### src/design/msgq_pkg.sv
/*
 package for the remote message and status block: register fields,
 capacities, reset values and the carrier structs.
 assumes a parser upstream that classifies header tokens and events.
*/
// Functional notes
// - keep common header path for following commands
// - clear path on power, key reset, colon, terminator
// - starred commands ignore and keep the path
// - queue holds responses; flush on power, clear, error
// - queue holds 64 bytes; overflow flags query error
// - bus message with unread output flushes, query error
// - input buffer 256 bytes; full stalls bus handshake
// - masked status bit rising sets summary, requests service
// - serial poll returns status byte, clears request
// - summary bit cleared only by clear-status or key reset
// - serial port raises no service request
// - status byte bit layout fixed
// - bit 5 is masked standard event summary
// - event flags cleared by clear, query, power-up
// - power-on flag bit 7; bits 6 and 1 unused
// - command error sets bit 5, skip to terminator
// - execution error sets bit 4
// - device error sets bit 3
// - query error sets bit 2 and flushes queue
// - operation complete sets bit 0 after prior messages
// - accept LF, CR+LF, end-or-identify terminators
// - event enable bit gates summary contribution
package msgq_pkg;
	localparam int OUT_DEPTH = 64;
	localparam int IN_DEPTH = 256;
	localparam int PATH_W = 16;
	localparam int STB_DEVICE_EVENT0_SUMMARY = 0;
	localparam int STB_DEVICE_EVENT1_SUMMARY = 1;
	localparam int STB_MAV = 4;
	localparam int STB_ESB = 5;
	localparam int STB_MSS = 6;
	localparam int EV_OPC = 0;
	localparam int EV_QYE = 2;
	localparam int EV_DDE = 3;
	localparam int EV_EXE = 4;
	localparam int EV_CME = 5;
	localparam int EV_PON = 7;
	localparam logic [7:0] EV_USED = 8'hbd;
	localparam logic [7:0] STB_USED = 8'h33;
	localparam logic [7:0] MASK_RESET = 8'h00;
	localparam logic [7:0] ASCII_LF = 8'h0a;
	localparam logic [7:0] ASCII_CR = 8'h0d;

	// one header token from the parser
	typedef struct packed {
		logic valid;
		logic leading_colon;
		logic starred;
		logic is_last;
		logic [PATH_W-1:0] node;
	} header_tok_t;

	// events reported by the command executor
	typedef struct packed {
		logic cmd_err;
		logic exe_err;
		logic dev_err;
		logic opc_done;
	} exec_ev_t;
endpackage

### src/design/byte_fifo.sv
/*
 fifo with valid/ready on both sides and a synchronous flush.
 assumes a single clock; flush wins over push and pop.
*/
`timescale 1ns/100ps
`default_nettype none
module byte_fifo #(
	parameter int WIDTH = 8,
	parameter int DEPTH = 16
) (
	input wire logic clk,
	input wire logic resetn,
	input wire logic flush,
	input wire logic in_valid,
	output logic in_ready,
	input wire logic [WIDTH-1:0] in_data,
	output logic out_valid,
	input wire logic out_ready,
	output logic [WIDTH-1:0] out_data,
	output logic [$clog2(DEPTH+1)-1:0] count
);
	localparam int AW = $clog2(DEPTH);
	logic [WIDTH-1:0] mem [DEPTH];
	logic [AW-1:0] wr_ff, rd_ff;
	logic [$clog2(DEPTH+1)-1:0] cnt_ff;
	wire push = in_valid && in_ready;
	wire pop = out_valid && out_ready;
	assign in_ready = (cnt_ff != DEPTH[$clog2(DEPTH+1)-1:0]);
	assign out_valid = (cnt_ff != '0);
	assign out_data = mem[rd_ff];
	assign count = cnt_ff;

	always_ff @(posedge clk) begin
		if (push)
			mem[wr_ff] <= in_data;
	end

	// in-order delivery
	always_ff @(posedge clk or negedge resetn) begin
		if (!resetn) begin
			wr_ff <= '0;
			rd_ff <= '0;
			cnt_ff <= '0;
		end else if (flush) begin
			wr_ff <= '0;
			rd_ff <= '0;
			cnt_ff <= '0;
		end else begin
			if (push)
				wr_ff <= (wr_ff == AW'(DEPTH-1)) ? '0 : wr_ff + 1'b1;
			if (pop)
				rd_ff <= (rd_ff == AW'(DEPTH-1)) ? '0 : rd_ff + 1'b1;
			cnt_ff <= cnt_ff + (push ? 1'b1 : 1'b0) - (pop ? 1'b1 : 1'b0);
		end
	end
endmodule
`default_nettype wire

### src/design/remote_status_and_message_queues.sv
/*
 remote message handling: header path, output queue, input buffer,
 status byte and standard event register.
 assumes a parser and executor around it; resetn is the power-on
 reset, key_reset the panel reset.
*/
`timescale 1ns/100ps
`default_nettype none
module remote_status_and_message_queues #(
	parameter int OUT_DEPTH = msgq_pkg::OUT_DEPTH,
	parameter int IN_DEPTH = msgq_pkg::IN_DEPTH,
	parameter int STAGE_DEPTH = 16
) (
	input wire logic clk,
	input wire logic resetn,
	input wire logic key_reset,
	input wire logic serial_mode,
	// incoming bus bytes
	input wire logic rx_valid,
	input wire logic [7:0] rx_data,
	input wire logic rx_eoi,
	output logic rx_ready,
	// bytes to the parser
	output logic cmd_valid,
	output logic [7:0] cmd_data,
	output logic cmd_term,
	input wire logic cmd_ready,
	input wire logic device_clear,
	// header tokens and resolved path
	input wire msgq_pkg::header_tok_t hdr_tok,
	output logic [msgq_pkg::PATH_W-1:0] path,
	output logic path_valid,
	// responses
	input wire logic resp_valid,
	input wire logic [7:0] resp_data,
	output logic resp_ready,
	input wire logic tx_read,
	output logic tx_valid,
	output logic [7:0] tx_data,
	// executor events and commands
	input wire msgq_pkg::exec_ev_t exec_ev,
	input wire logic opc_cmd,
	input wire logic pending_busy,
	input wire logic cls_cmd,
	input wire logic esr_query,
	input wire logic [7:0] ev_mask_wdata,
	input wire logic ev_mask_we,
	input wire logic [7:0] srq_mask_wdata,
	input wire logic srq_mask_we,
	input wire logic dev_event0,
	input wire logic dev_event1,
	input wire logic serial_poll,
	output logic discard_to_term,
	output logic [7:0] service_summary_byte,
	output logic [7:0] standard_event_flags,
	output logic [7:0] standard_event_mask,
	output logic [7:0] service_request_mask,
	output logic [7:0] poll_byte,
	output logic srq
);
	localparam int OCW = $clog2(OUT_DEPTH+1);
	localparam int ICW = $clog2(IN_DEPTH+1);

	// input buffer: 256 bytes, bytes and terminator flag together
	logic [8:0] in_mem [IN_DEPTH];
	logic [ICW-2:0] in_wr_ff, in_rd_ff;
	logic [ICW-1:0] in_cnt_ff;
	logic prev_cr_ff;
	wire in_full = (in_cnt_ff == ICW'(IN_DEPTH));
	wire byte_is_lf = (rx_data == msgq_pkg::ASCII_LF);
	wire term_mark = byte_is_lf || rx_eoi;
	// every cr without eoi is dropped, not only one before lf, so cr+lf is one terminator
	wire drop_cr = (rx_data == msgq_pkg::ASCII_CR) && !rx_eoi;
	wire flush_all = key_reset || device_clear;
	wire in_push = rx_valid && rx_ready && !drop_cr;
	wire in_pop = cmd_valid && cmd_ready;
	wire [8:0] in_head = in_mem[in_rd_ff];

	// full input buffer holds the handshake in wait
	always_ff @(posedge clk or negedge resetn) begin
		if (!resetn)
			rx_ready <= 1'b0;
		else
			rx_ready <= !flush_all && (in_cnt_ff < ICW'(IN_DEPTH - 1)
				|| (in_cnt_ff == ICW'(IN_DEPTH - 1) && !in_push));
	end

	always_ff @(posedge clk) begin
		if (in_push)
			in_mem[in_wr_ff] <= {term_mark, rx_data};
	end

	always_ff @(posedge clk or negedge resetn) begin
		if (!resetn) begin
			in_wr_ff <= '0;
			in_rd_ff <= '0;
			in_cnt_ff <= '0;
			prev_cr_ff <= 1'b0;
		end else if (flush_all) begin
			in_wr_ff <= '0;
			in_rd_ff <= '0;
			in_cnt_ff <= '0;
			prev_cr_ff <= 1'b0;
		end else begin
			if (in_push && !in_full)
				in_wr_ff <= in_wr_ff + 1'b1;
			if (in_pop)
				in_rd_ff <= in_rd_ff + 1'b1;
			in_cnt_ff <= in_cnt_ff + ((in_push && !in_full) ? 1'b1 : 1'b0)
				- (in_pop ? 1'b1 : 1'b0);
			if (rx_valid && rx_ready)
				prev_cr_ff <= drop_cr;
		end
	end

	// registered parser face; a pop retires the shown byte
	logic cmd_valid_ff;
	always_ff @(posedge clk or negedge resetn) begin
		if (!resetn) begin
			cmd_valid_ff <= 1'b0;
			cmd_data <= 8'h00;
			cmd_term <= 1'b0;
		end else begin
			cmd_valid_ff <= !flush_all && (in_cnt_ff > ICW'(in_pop ? 1 : 0));
			cmd_data <= in_pop ? in_mem[in_rd_ff + 1'b1][7:0] : in_head[7:0];
			cmd_term <= in_pop ? in_mem[in_rd_ff + 1'b1][8] : in_head[8];
		end
	end
	assign cmd_valid = cmd_valid_ff;

	wire msg_start = in_pop; // every byte the parser pops, not only a message's first
	logic term_seen;
	assign term_seen = in_pop && cmd_term;

	// header path
	logic [msgq_pkg::PATH_W-1:0] path_ff;
	logic [msgq_pkg::PATH_W-1:0] resolved_ff;
	logic resolved_v_ff;
	wire path_clear = key_reset || term_seen;
	always_ff @(posedge clk or negedge resetn) begin
		if (!resetn) begin
			path_ff <= '0;
			resolved_ff <= '0;
			resolved_v_ff <= 1'b0;
		end else begin
			resolved_v_ff <= hdr_tok.valid;
			if (hdr_tok.valid) begin
				if (hdr_tok.starred)
					resolved_ff <= hdr_tok.node;
				else if (hdr_tok.leading_colon)
					resolved_ff <= hdr_tok.node;
				else
					resolved_ff <= path_ff ^ hdr_tok.node;
			end
			// a colon restarts from the root even for a one-node header
			if (path_clear)
				path_ff <= '0;
			else if (hdr_tok.valid && !hdr_tok.starred
				&& hdr_tok.leading_colon)
				path_ff <= hdr_tok.is_last ? '0 : hdr_tok.node;
			else if (hdr_tok.valid && !hdr_tok.starred && !hdr_tok.is_last)
				path_ff <= path_ff ^ hdr_tok.node;
		end
	end
	assign path = resolved_ff;
	assign path_valid = resolved_v_ff;

	// response staging fifo feeding the output queue
	logic st_valid, st_ready;
	logic [7:0] st_data;
	logic q_flush;
	byte_fifo #(.WIDTH(8), .DEPTH(STAGE_DEPTH)) u_stage (
		.clk(clk),
		.resetn(resetn),
		.flush(q_flush),
		.in_valid(resp_valid),
		.in_ready(resp_ready),
		.in_data(resp_data),
		.out_valid(st_valid),
		.out_ready(st_ready),
		.out_data(st_data),
		.count()
	);

	// output queue, 64 bytes
	logic [7:0] oq_mem [OUT_DEPTH];
	logic [OCW-2:0] oq_wr_ff, oq_rd_ff;
	logic [OCW-1:0] oq_cnt_ff;
	wire oq_full = (oq_cnt_ff == OCW'(OUT_DEPTH));
	wire oq_empty = (oq_cnt_ff == '0);
	assign st_ready = 1'b1;
	wire overflow = st_valid && oq_full;
	wire empty_read = tx_read && oq_empty && !serial_mode;
	wire unread_hit = msg_start && !oq_empty && !serial_mode;
	wire query_err = overflow || empty_read || unread_hit;
	assign q_flush = flush_all || query_err;
	wire oq_push = st_valid && !oq_full;
	wire oq_pop = tx_read && !oq_empty;

	always_ff @(posedge clk) begin
		if (oq_push)
			oq_mem[oq_wr_ff] <= st_data;
	end

	always_ff @(posedge clk or negedge resetn) begin
		if (!resetn) begin
			oq_wr_ff <= '0;
			oq_rd_ff <= '0;
			oq_cnt_ff <= '0;
		end else if (q_flush) begin
			oq_wr_ff <= '0;
			oq_rd_ff <= '0;
			oq_cnt_ff <= '0;
		end else begin
			if (oq_push)
				oq_wr_ff <= oq_wr_ff + 1'b1;
			if (oq_pop)
				oq_rd_ff <= oq_rd_ff + 1'b1;
			oq_cnt_ff <= oq_cnt_ff + (oq_push ? 1'b1 : 1'b0)
				- (oq_pop ? 1'b1 : 1'b0);
		end
	end

	always_ff @(posedge clk or negedge resetn) begin
		if (!resetn) begin
			tx_valid <= 1'b0;
			tx_data <= 8'h00;
		end else begin
			tx_valid <= !oq_empty && !q_flush && !(oq_pop && oq_cnt_ff == 1);
			tx_data <= oq_pop ? oq_mem[oq_rd_ff + 1'b1] : oq_mem[oq_rd_ff];
		end
	end

	// command error discards up to the terminator
	always_ff @(posedge clk or negedge resetn) begin
		if (!resetn)
			discard_to_term <= 1'b0;
		else if (term_seen || flush_all)
			discard_to_term <= 1'b0;
		else if (exec_ev.cmd_err)
			discard_to_term <= 1'b1;
	end

	// operation complete waits for earlier messages
	logic opc_wait_ff;
	always_ff @(posedge clk or negedge resetn) begin
		if (!resetn)
			opc_wait_ff <= 1'b0;
		else if (flush_all)
			opc_wait_ff <= 1'b0;
		else if (opc_cmd)
			opc_wait_ff <= 1'b1;
		else if (!pending_busy)
			opc_wait_ff <= 1'b0;
	end
	wire opc_set = (opc_wait_ff && !pending_busy) || exec_ev.opc_done;

	// standard event flags; set wins over clear
	logic [7:0] ev_set;
	always_comb begin
		ev_set = 8'h00;
		ev_set[msgq_pkg::EV_CME] = exec_ev.cmd_err;
		ev_set[msgq_pkg::EV_EXE] = exec_ev.exe_err;
		ev_set[msgq_pkg::EV_DDE] = exec_ev.dev_err;
		ev_set[msgq_pkg::EV_QYE] = query_err;
		ev_set[msgq_pkg::EV_OPC] = opc_set;
	end
	wire ev_clear = cls_cmd || esr_query || key_reset;
	wire [7:0] nxt_ev = ((ev_clear ? 8'h00 : standard_event_flags) | ev_set)
		& msgq_pkg::EV_USED;
	always_ff @(posedge clk or negedge resetn) begin
		if (!resetn)
			standard_event_flags <= 8'h80; // power-on flag
		else
			standard_event_flags <= nxt_ev;
	end

	always_ff @(posedge clk or negedge resetn) begin
		if (!resetn) begin
			standard_event_mask <= msgq_pkg::MASK_RESET;
			service_request_mask <= msgq_pkg::MASK_RESET;
		end else if (key_reset) begin
			standard_event_mask <= msgq_pkg::MASK_RESET;
			service_request_mask <= msgq_pkg::MASK_RESET;
		end else begin
			if (ev_mask_we)
				standard_event_mask <= ev_mask_wdata;
			if (srq_mask_we)
				service_request_mask <= srq_mask_wdata;
		end
	end

	// status byte assembly
	wire standard_event_summary = |(nxt_ev & standard_event_mask);
	logic [7:0] stb_low;
	always_comb begin
		stb_low = 8'h00;
		stb_low[msgq_pkg::STB_ESB] = standard_event_summary;
		stb_low[msgq_pkg::STB_MAV] = !oq_empty || oq_push;
		stb_low[msgq_pkg::STB_DEVICE_EVENT1_SUMMARY] = dev_event1;
		stb_low[msgq_pkg::STB_DEVICE_EVENT0_SUMMARY] = dev_event0;
	end
	logic [7:0] stb_prev_ff;
	wire [7:0] rising = stb_low & ~stb_prev_ff & service_request_mask
		& msgq_pkg::STB_USED;
	logic mss_ff;
	wire nxt_mss = !(cls_cmd || key_reset) && (mss_ff || (|rising)) ;
	always_ff @(posedge clk or negedge resetn) begin
		if (!resetn) begin
			stb_prev_ff <= 8'h00;
			mss_ff <= 1'b0;
			srq <= 1'b0;
			service_summary_byte <= 8'h00;
			poll_byte <= 8'h00;
		end else begin
			stb_prev_ff <= stb_low;
			mss_ff <= nxt_mss || (|rising);
			service_summary_byte <= stb_low
				| ((nxt_mss || (|rising)) ? 8'h40 : 8'h00);
			if (|rising && !serial_mode)
				srq <= 1'b1;
			else if (serial_poll || serial_mode || cls_cmd)
				srq <= 1'b0;
			if (serial_poll)
				poll_byte <= stb_low | (srq ? 8'h40 : 8'h00);
		end
	end
endmodule
`default_nettype wire

### config.mk
export PLATFORM = sky130hd
export DESIGN_NAME = remote_status_and_message_queues
export DESIGN_NICKNAME = d
export VERILOG_FILES = /design/src/design/msgq_pkg.sv /design/src/design/byte_fifo.sv /design/src/design/remote_status_and_message_queues.sv
export SDC_FILE = /design/constraint.sdc
export NUM_CORES = 2
export LEC_CHECK = 0
export BUFFER_PORTS_ARGS = -buffer_cell sky130_fd_sc_hd__buf_2
export CAP_MARGIN = 20
export CORE_MARGIN = 2
export CORE_UTILIZATION = 38
export CTS_CLUSTER_SIZE = 30
export DETAILED_ROUTE_END_ITERATION = 6
export PLACE_DENSITY = 0.57
export SYNTH_ARGS = -nofsm -noshare
export SYNTH_HDL_FRONTEND = slang
export SYNTH_SLANG_ARGS = --single-unit
### constraint.sdc
create_clock -name clk -period 3.3 [get_ports clk]
set_clock_uncertainty 0.05 [all_clocks]
set_input_delay 0.165 -clock clk [delete_from_list [all_inputs] [get_ports clk]]
set_output_delay 0.165 -clock clk [all_outputs]
set_load 0.02 [all_outputs]
* Word level (Yosys, flattened, before mapping)
Memory sizes are Yosys's and may differ from the RTL's.
Index checks and enable logic that the tools add are counted.
** Storage, ports and cells
- Bits in registers :: 155
- Memory bits (writable) :: 2944
- Bits of input ports :: 75
- Output and inout bits :: 80
- Memories :: 3
** Memories
- in_mem :: words 256, width 9, read ports 2, clocked after memory_dff 0, write ports 1, RTL line remote_status_and_message_queues.sv:65 : logic [8:0] in_mem [IN_DEPTH];
- oq_mem :: words 64, width 8, read ports 2, clocked after memory_dff 0, write ports 1, RTL line remote_status_and_message_queues.sv:186 : logic [7:0] oq_mem [OUT_DEPTH];
- u_stage.mem :: words 16, width 8, read ports 1, clocked after memory_dff 0, write ports 1, RTL line byte_fifo.sv:23 : logic [WIDTH-1:0] mem [DEPTH];
** Cells by class
- Add/sub/neg operators :: 12
- $lt $le $gt $ge :: 2
- Equality and inequality tests :: 10
- Multiplexer cells :: 53
- Bitwise gates (word level) :: 8
- Reduce and logical (&&, ||, !) cells :: 72
** Operators with widths (number)
- two-way mux 16 bit :: 6
- two-way mux 8 bit :: 11
- logical AND 1 bit :: 26
- two-way mux 4 bit :: 6
- two-way mux 6 bit :: 4
- two-way mux 1 bit :: 21
- two-way mux 7 bit :: 3
- nonzero test 2 bit :: 10
- logical OR 1 bit :: 17
- adder 8 x 1 -> 8 bit, second input constant :: 2
- == test 8 x 4 -> 1 bit, second input constant :: 2
- XOR 16 bit :: 1
- logical NOT 1 bit :: 14
- OR 6 x 7 -> 7 bit :: 2
- adder 6 x 1 -> 6 bit, second input constant :: 2
- AND 6 bit :: 2
- adder 9 x 1 -> 9 bit :: 1
- == test 9 x 8 -> 1 bit, second input constant :: 1
- == test 9 bit, second input constant :: 1
- > comparator 9 x 1 -> 1 bit :: 1
- < comparator 9 x 8 -> 1 bit, second input constant :: 1
- two-way mux 9 bit :: 1
- subtractor 9 x 1 -> 9 bit :: 1
- adder 4 x 1 -> 4 bit, second input constant :: 2
- other kinds (18) :: 19

* Depth between registers and ports, before layout
- Word-level depth :: 16
- Depth in mapped cells :: 18
- Gate-level depth less buffers :: 18

* Cells and area by module
A second synthesis with hierarchy kept.
** Unflattened totals
- Cell total of the unflattened synthesis :: 7656
- Area total of the unflattened synthesis :: 144740.1 um2
** Modules (own cells, without submodules)
- remote_status_and_message_queues :: instances 1, cells each 7315, area each 138828.1 um2, sequential area each 87865.5 um2
- byte_fifo :: instances 1, cells each 341, area each 5911.9 um2, sequential area each 4169.0 um2

* Worst setup path after synthesis
OpenSTA, ideal clock, no wires.
- Path type :: reg2reg
- Start point :: register oq_cnt_ff[2]
- End point :: register oq_cnt_ff[6]
- Setup time :: 0.078 ns
- Arrival :: 3.143 ns
- Required time :: 3.172 ns
- Slack :: 0.029 ns
- Cell stages (with the launch flop) :: 17
- Path buffers :: 0
- Period minus slack after synthesis :: 3.271 ns
- Cell sequence :: dfrtp_1 inv_1 ha_1 nand3b_1 nor2_1 a21oi_1 inv_1 ha_1 inv_1 ha_1 fa_1 a21oi_1 o21bai_1 a21oi_1 nor2_1 or3_1 a21oi_1
** Between the ends
- Word-level cells in the longest chain between the ends :: 7
- Elaborated cells between the ends (all ways) :: 19
- Classes of those cells :: add/sub (2); eq/ne (1); mux (3); reduce/logical (13)
** Ends and longest elaborated chain
- from (decl) :: RTL line remote_status_and_message_queues.sv:188 : logic [OCW-1:0] oq_cnt_ff;
- from (signal assigned) :: RTL line remote_status_and_message_queues.sv:219 : oq_cnt_ff <= oq_cnt_ff + (oq_push ? 1'b1 : 1'b0)
- == test 7 bit or logical NOT 7 bit (tied branches) :: RTL line remote_status_and_message_queues.sv:189, remote_status_and_message_queues.sv:190
- logical NOT 1 bit (tied with other cells) :: RTL line remote_status_and_message_queues.sv:197 : wire oq_push = st_valid && !oq_full;
- logical AND 1 bit (on tied branches) :: RTL line remote_status_and_message_queues.sv:197, remote_status_and_message_queues.sv:193, remote_status_and_message_queues.sv:194
- two-way mux 1 bit (tied with other cells) :: RTL line remote_status_and_message_queues.sv:219
- adder 7 x 1 -> 7 bit or logical OR 1 bit (tied branches) :: RTL line remote_status_and_message_queues.sv:219, remote_status_and_message_queues.sv:195
- subtractor 7 x 1 -> 7 bit or logical OR 1 bit (tied branches) :: RTL line remote_status_and_message_queues.sv:220, remote_status_and_message_queues.sv:196
- two-way mux 7 bit (*) :: RTL line remote_status_and_message_queues.sv:210 : end else if (q_flush) begin
Every way passes the cells marked *; elsewhere a longest branch is shown, timed or not.
A chain may end at the register's enable or synchronous reset.

* Worst setup path after layout
- Start point :: register in_rd_ff[1]
- End point :: register cmd_data[0]
** Between the ends
- Word-level cells in the longest chain between the ends :: 3
** Ends and longest elaborated chain
- from (decl) :: RTL line remote_status_and_message_queues.sv:66 : logic [ICW-2:0] in_wr_ff, in_rd_ff;
- from (signal assigned) :: RTL line remote_status_and_message_queues.sv:108 : in_rd_ff <= in_rd_ff + 1'b1;
- adder 8 x 1 -> 8 bit :: RTL line remote_status_and_message_queues.sv:125 : cmd_data <= in_pop ? in_mem[in_rd_ff + 1'b1][7:0] : in_head[7:0];
- memory read (256 x 9 bit) (*)
- two-way mux 8 bit (*) :: RTL line remote_status_and_message_queues.sv:125
- to (signal assigned) :: RTL line remote_status_and_message_queues.sv:125
- to (decl) :: RTL line remote_status_and_message_queues.sv:25 : output logic [7:0] cmd_data,
Marked as above.

==> flow_summary_export.csv <==
group,metric,value,unit
timing,setup-violations-final,9,
floorplanning,die-width,623,µm
setup_path,timing.critical_path.slowest_stage_cell,"sky130_fd_sc_hd__mux4_2",
final_layout,layout_common_cells,"2944 x sky130_fd_sc_hd__edfxtp_1, 1252 x sky130_fd_sc_hd__mux4_2, 879 x sky130_fd_sc_hd__buf_4",
floorplanning,die_h,623,µm
clocking,cts_sinks,3089,
clocking,cts_made_buffers,340,
power_and_ir_drop,power.ir.vdd_worst,0.000471,V
timing,timing.setup.tns,-2.70,ns
setup_path,max_stage_delay,0.56,ns
floorplanning,num_io_pins,155,
timing,worstMarginPinSlew,1.19,ns
clocking,worst_skew_pair.late_latency,0.96,ns
yosys,dominantRegCellSynth,"sky130_fd_sc_hd__edfxtp_1",
place,globalplace.congestion,0.959,
yosys,mappedNetlistArea,0.145,mm²
setup_path,crit_chain,"ha_4, buf_12, buf_16, buf_12, buf_12, buf_12, mux4_2, mux4_2, nand2_2, a21oi_2, a221oi_2, buf_4, a31o_4, nand3_2",
routing,drt_pass1_iterations,7,
global_route,number_of_global_route_vias_before_repair,92078,
power_and_ir_drop,p_leak,55.4,nW
yosys,syn_area_per_cell,17.7,µm²
yosys,seq_area_frac_synth,0.633,
final_layout,postLayoutCellArea,0.177,mm²
place,placement.cell_area,0.162,mm²
power_and_ir_drop,power.density_cell_area,531,mW/mm²
global_route,grt_max_degree,153,
setup_path,cell_count_of_the_worst_reg_to_reg_path,14,
clocking,htreeDepth,5,
clocking,cts_root_buffer,"sky130_fd_sc_hd__clkbuf_16",
clocking,tritoncts,"built",
routing,detail_route_antenna_nets,0,
setup_path,crit_required,4.06,ns
status,violations_in_the_final_reports,"setup timing",
yosys,number_of_synthesized_flops_with_an_enable_pin,2944,
global_route,grt_pass1_wl,704000,µm
global_route,grt.total_usage,0.253,
clocking,worst_setup_hold_path_clk_slew,0.06,ns
timing,worst_slew_margin_rel,0.210,
timing,postLayoutSetupSlackWorst,-0.418,ns
yosys,ys_seq_elements,3089,
final_layout,layout.cells.most_common,"sky130_fd_sc_hd__edfxtp_1",
setup_path,cp-start-kind,"flop",
final_layout,post_route_cells_drive_above_1_share,0.348,
yosys,ys_top_cells_by_area,"sky130_fd_sc_hd__edfxtp_1 61%, sky130_fd_sc_hd__mux4_2 19%, sky130_fd_sc_hd__mux2i_1 4.1%",
global_route,antenna_violations_before_repair,19,
yosys,async_reset_ff_frac,0.0469,
yosys,yosysTopAreaCellShare,0.608,
yosys,netlist-cell-type-count,95,
timing,rsz0062_at_grt,"yes",
timing,timing.final.crit_period,3.72,ns
worst_hold_path,holdCritPathClass,"input port to flop",
floorplanning,rows,227,
yosys,yosys_warnings,0,
timing,maxClockFrequency,269,MHz
routing,route.detailed.drc,0,
yosys,post-synth-top-area-cell,"sky130_fd_sc_hd__edfxtp_1",
routing,avg_vias_per_cell,6.23,
setup_path,cp-end-kind,"flop",
floorplanning,initial_utilization,0.381,
place,detailed_place_hpwl,338000,µm
routing,post_drt_wl_per_cell,33.9,µm
flow_run,drv_cap,0,
place,port_buffers,146,
floorplanning,fp.coreArea,0.382,mm²
setup_path,timing_worst_setup_path_type,"flop to flop",
timing,final_hold_viol_count,0,
setup_path,timing.critical_path.mode_cell,"sky130_fd_sc_hd__buf_12",
setup_path,crit_fanout,6,
setup_path,critical_path_arrival,4.48,ns
status,run_status,"finished, violations left",
final_layout,fin_nets,9651,
routing,drt-total-wl,503000,µm
floorplanning,die-area,0.388,mm²
clocking,max-clock-path-buffers,4,
routing,detailroute.via_count,92387,
timing,layout_worst_path_cycle_share,1.13,
routing,drt_iter0_markers,11629,
yosys,post_synth_inst_count,8203,
timing,timing.final.max_slew_violations,0,
worst_hold_path,min_path_cells,3,
final_layout,area_growth,21.7,%
global_route,global_route_congestion_overflow_total,0,
## area by class of cell
type / instances / area (µm²)
well taps: 5038 / 6300
multi-input cells: 4427 / 50400
inverters: 54 / 213
clock inverters: 205 / 1870
repair buffers: 1609 / 17200
fillers: 32260 / 205000
clock buffers: 405 / 8910
flip-flops and latches: 3089 / 92100
diodes: 13 / 32.5
## per-stage QoR
stage | cells | utilization | hold slack [ns] | setup WS (ns) | power, mW
3_5_place_dp | 13944 | 0.425 | 0.205 | -1.18 | 56.4
2_1_floorplan | 8210 | - | -0.181 | 0.0293 | 52.0
3_3_place_gp | 13939 | 0.424 | 0.197 | -1.19 | 56.2
6_report | 14840 | 0.464 | 0.0603 | -0.418 | 93.9
4_1_cts | 14770 | 0.461 | 0.00294 | -0.331 | 93.9
5_1_grt | 14833 | 0.464 | 0.0909 | -0.419 | 96.7
## critical path, delay by kind of cell (launching register included)
kind / cells / cell delay, ns
flops: 1 / 0.50
compound gates: 3 / 0.53
simple gates: 2 / 0.19
fa+ha+maj: 1 / 0.35
mux: 2 / 1.07
buf+inv: 6 / 0.89
## flip-flops by register name (all words and copies together), names as in the netlist, 3 cells and up
| signal | flops |
|---|---|
| service_request_mask | 8 |
| path_ff | 16 |
| in_cnt_ff | 9 |
| tx_data | 8 |
| in_mem | 2304 |
| stb_prev_ff | 3 |
| standard_event_flags | 6 |
| path | 16 |
| in_wr_ff | 8 |
| standard_event_mask | 8 |
| u_stage.mem | 128 |
| u_stage.rd_ff | 4 |
| poll_byte | 5 |
| oq_rd_ff | 6 |
| cmd_data | 8 |
| in_rd_ff | 8 |
| oq_mem | 512 |
| u_stage.count | 5 |
| oq_cnt_ff | 7 |
| u_stage.wr_ff | 4 |
| oq_wr_ff | 6 |
## synthesized netlist by cell type (46+ instances only)
library cell                  n
sky130_fd_sc_hd__buf_6       77
sky130_fd_sc_hd__nand2_1    441
sky130_fd_sc_hd__o221ai_1   218
sky130_fd_sc_hd__nor3_1      49
sky130_fd_sc_hd__nor2_1     520
sky130_fd_sc_hd__mux4_2    1252
sky130_fd_sc_hd__mux2i_1    589
sky130_fd_sc_hd__a211oi_1    52
sky130_fd_sc_hd__buf_4       88
sky130_fd_sc_hd__clkbuf_1   247
sky130_fd_sc_hd__edfxtp_1  2944
sky130_fd_sc_hd__inv_1       53
sky130_fd_sc_hd__nand3_1    134
sky130_fd_sc_hd__a22oi_1     88
sky130_fd_sc_hd__a21oi_1    243
sky130_fd_sc_hd__ha_1        52
sky130_fd_sc_hd__dfrtp_1    144
sky130_fd_sc_hd__o21ai_0    130
sky130_fd_sc_hd__buf_2      170
sky130_fd_sc_hd__o22ai_1    133
sky130_fd_sc_hd__mux2_2      46
## layer usage
layer  track usage  share of wire  wire [µm]
met3        0.0516          0.096      48200
met1         0.331           0.38     189000
met5             0        0.00027        134
met4         0.127          0.062      30900
met2         0.403           0.47     234000
## what timing repair did
| item | in CTS | in global routing |
|---|---|---|
| hold buffers | 176 | 0 |
| setup buffers | 33 | 49 |
| cloned | 7 | 9 |
| resized for setup | 129 | 113 |
| endpoints found under the setup margin | 13 | 22 |
| hold endpoints to repair | 699 | 0 |
| pin swaps | 28 | 61 |
## cell families (layout without fill, tap and decap cells)
group | count (synthesis) | in the layout | synth area share
AOI/OAI and AO/OA | 1067 | 1067 | 0.0505
xor gates and xnor gates | 65 | 65 | 0.00409
adders and majority gates | 55 | 55 | 0.00489
buffers and inverters | 694 | 2273 | 0.0279
DFF | 3089 | 3089 | 0.633
muxes | 1900 | 1900 | 0.240
other | 1 | 21 | 0.0000258
and+or+nand+nor | 1332 | 1332 | 0.0397
## power by group
group	internal, mW	total, mW	switching, mW
clock	21.3	37.4	16.1
combinational	5.61	12.3	6.71
sequential	43.8	44.2	0.390
## path summary, 6_finish.rpt
kind	end	slack, ns	from
setup / recovery	cmd_data[0]	-0.42	in_rd_ff[1]
hold / removal	path_ff[6]	0.06	key_reset
setup reg to reg	cmd_data[0]	-0.42	in_rd_ff[1]
hold reg to reg	service_summary_byte[6]	0.43	service_summary_byte[6]
max in group asynchronous	in_rd_ff[4]	2.34	resetn
min in group asynchronous	oq_wr_ff[3]	0.35	resetn
No activity file was read; power rests on OpenSTA's default activity.
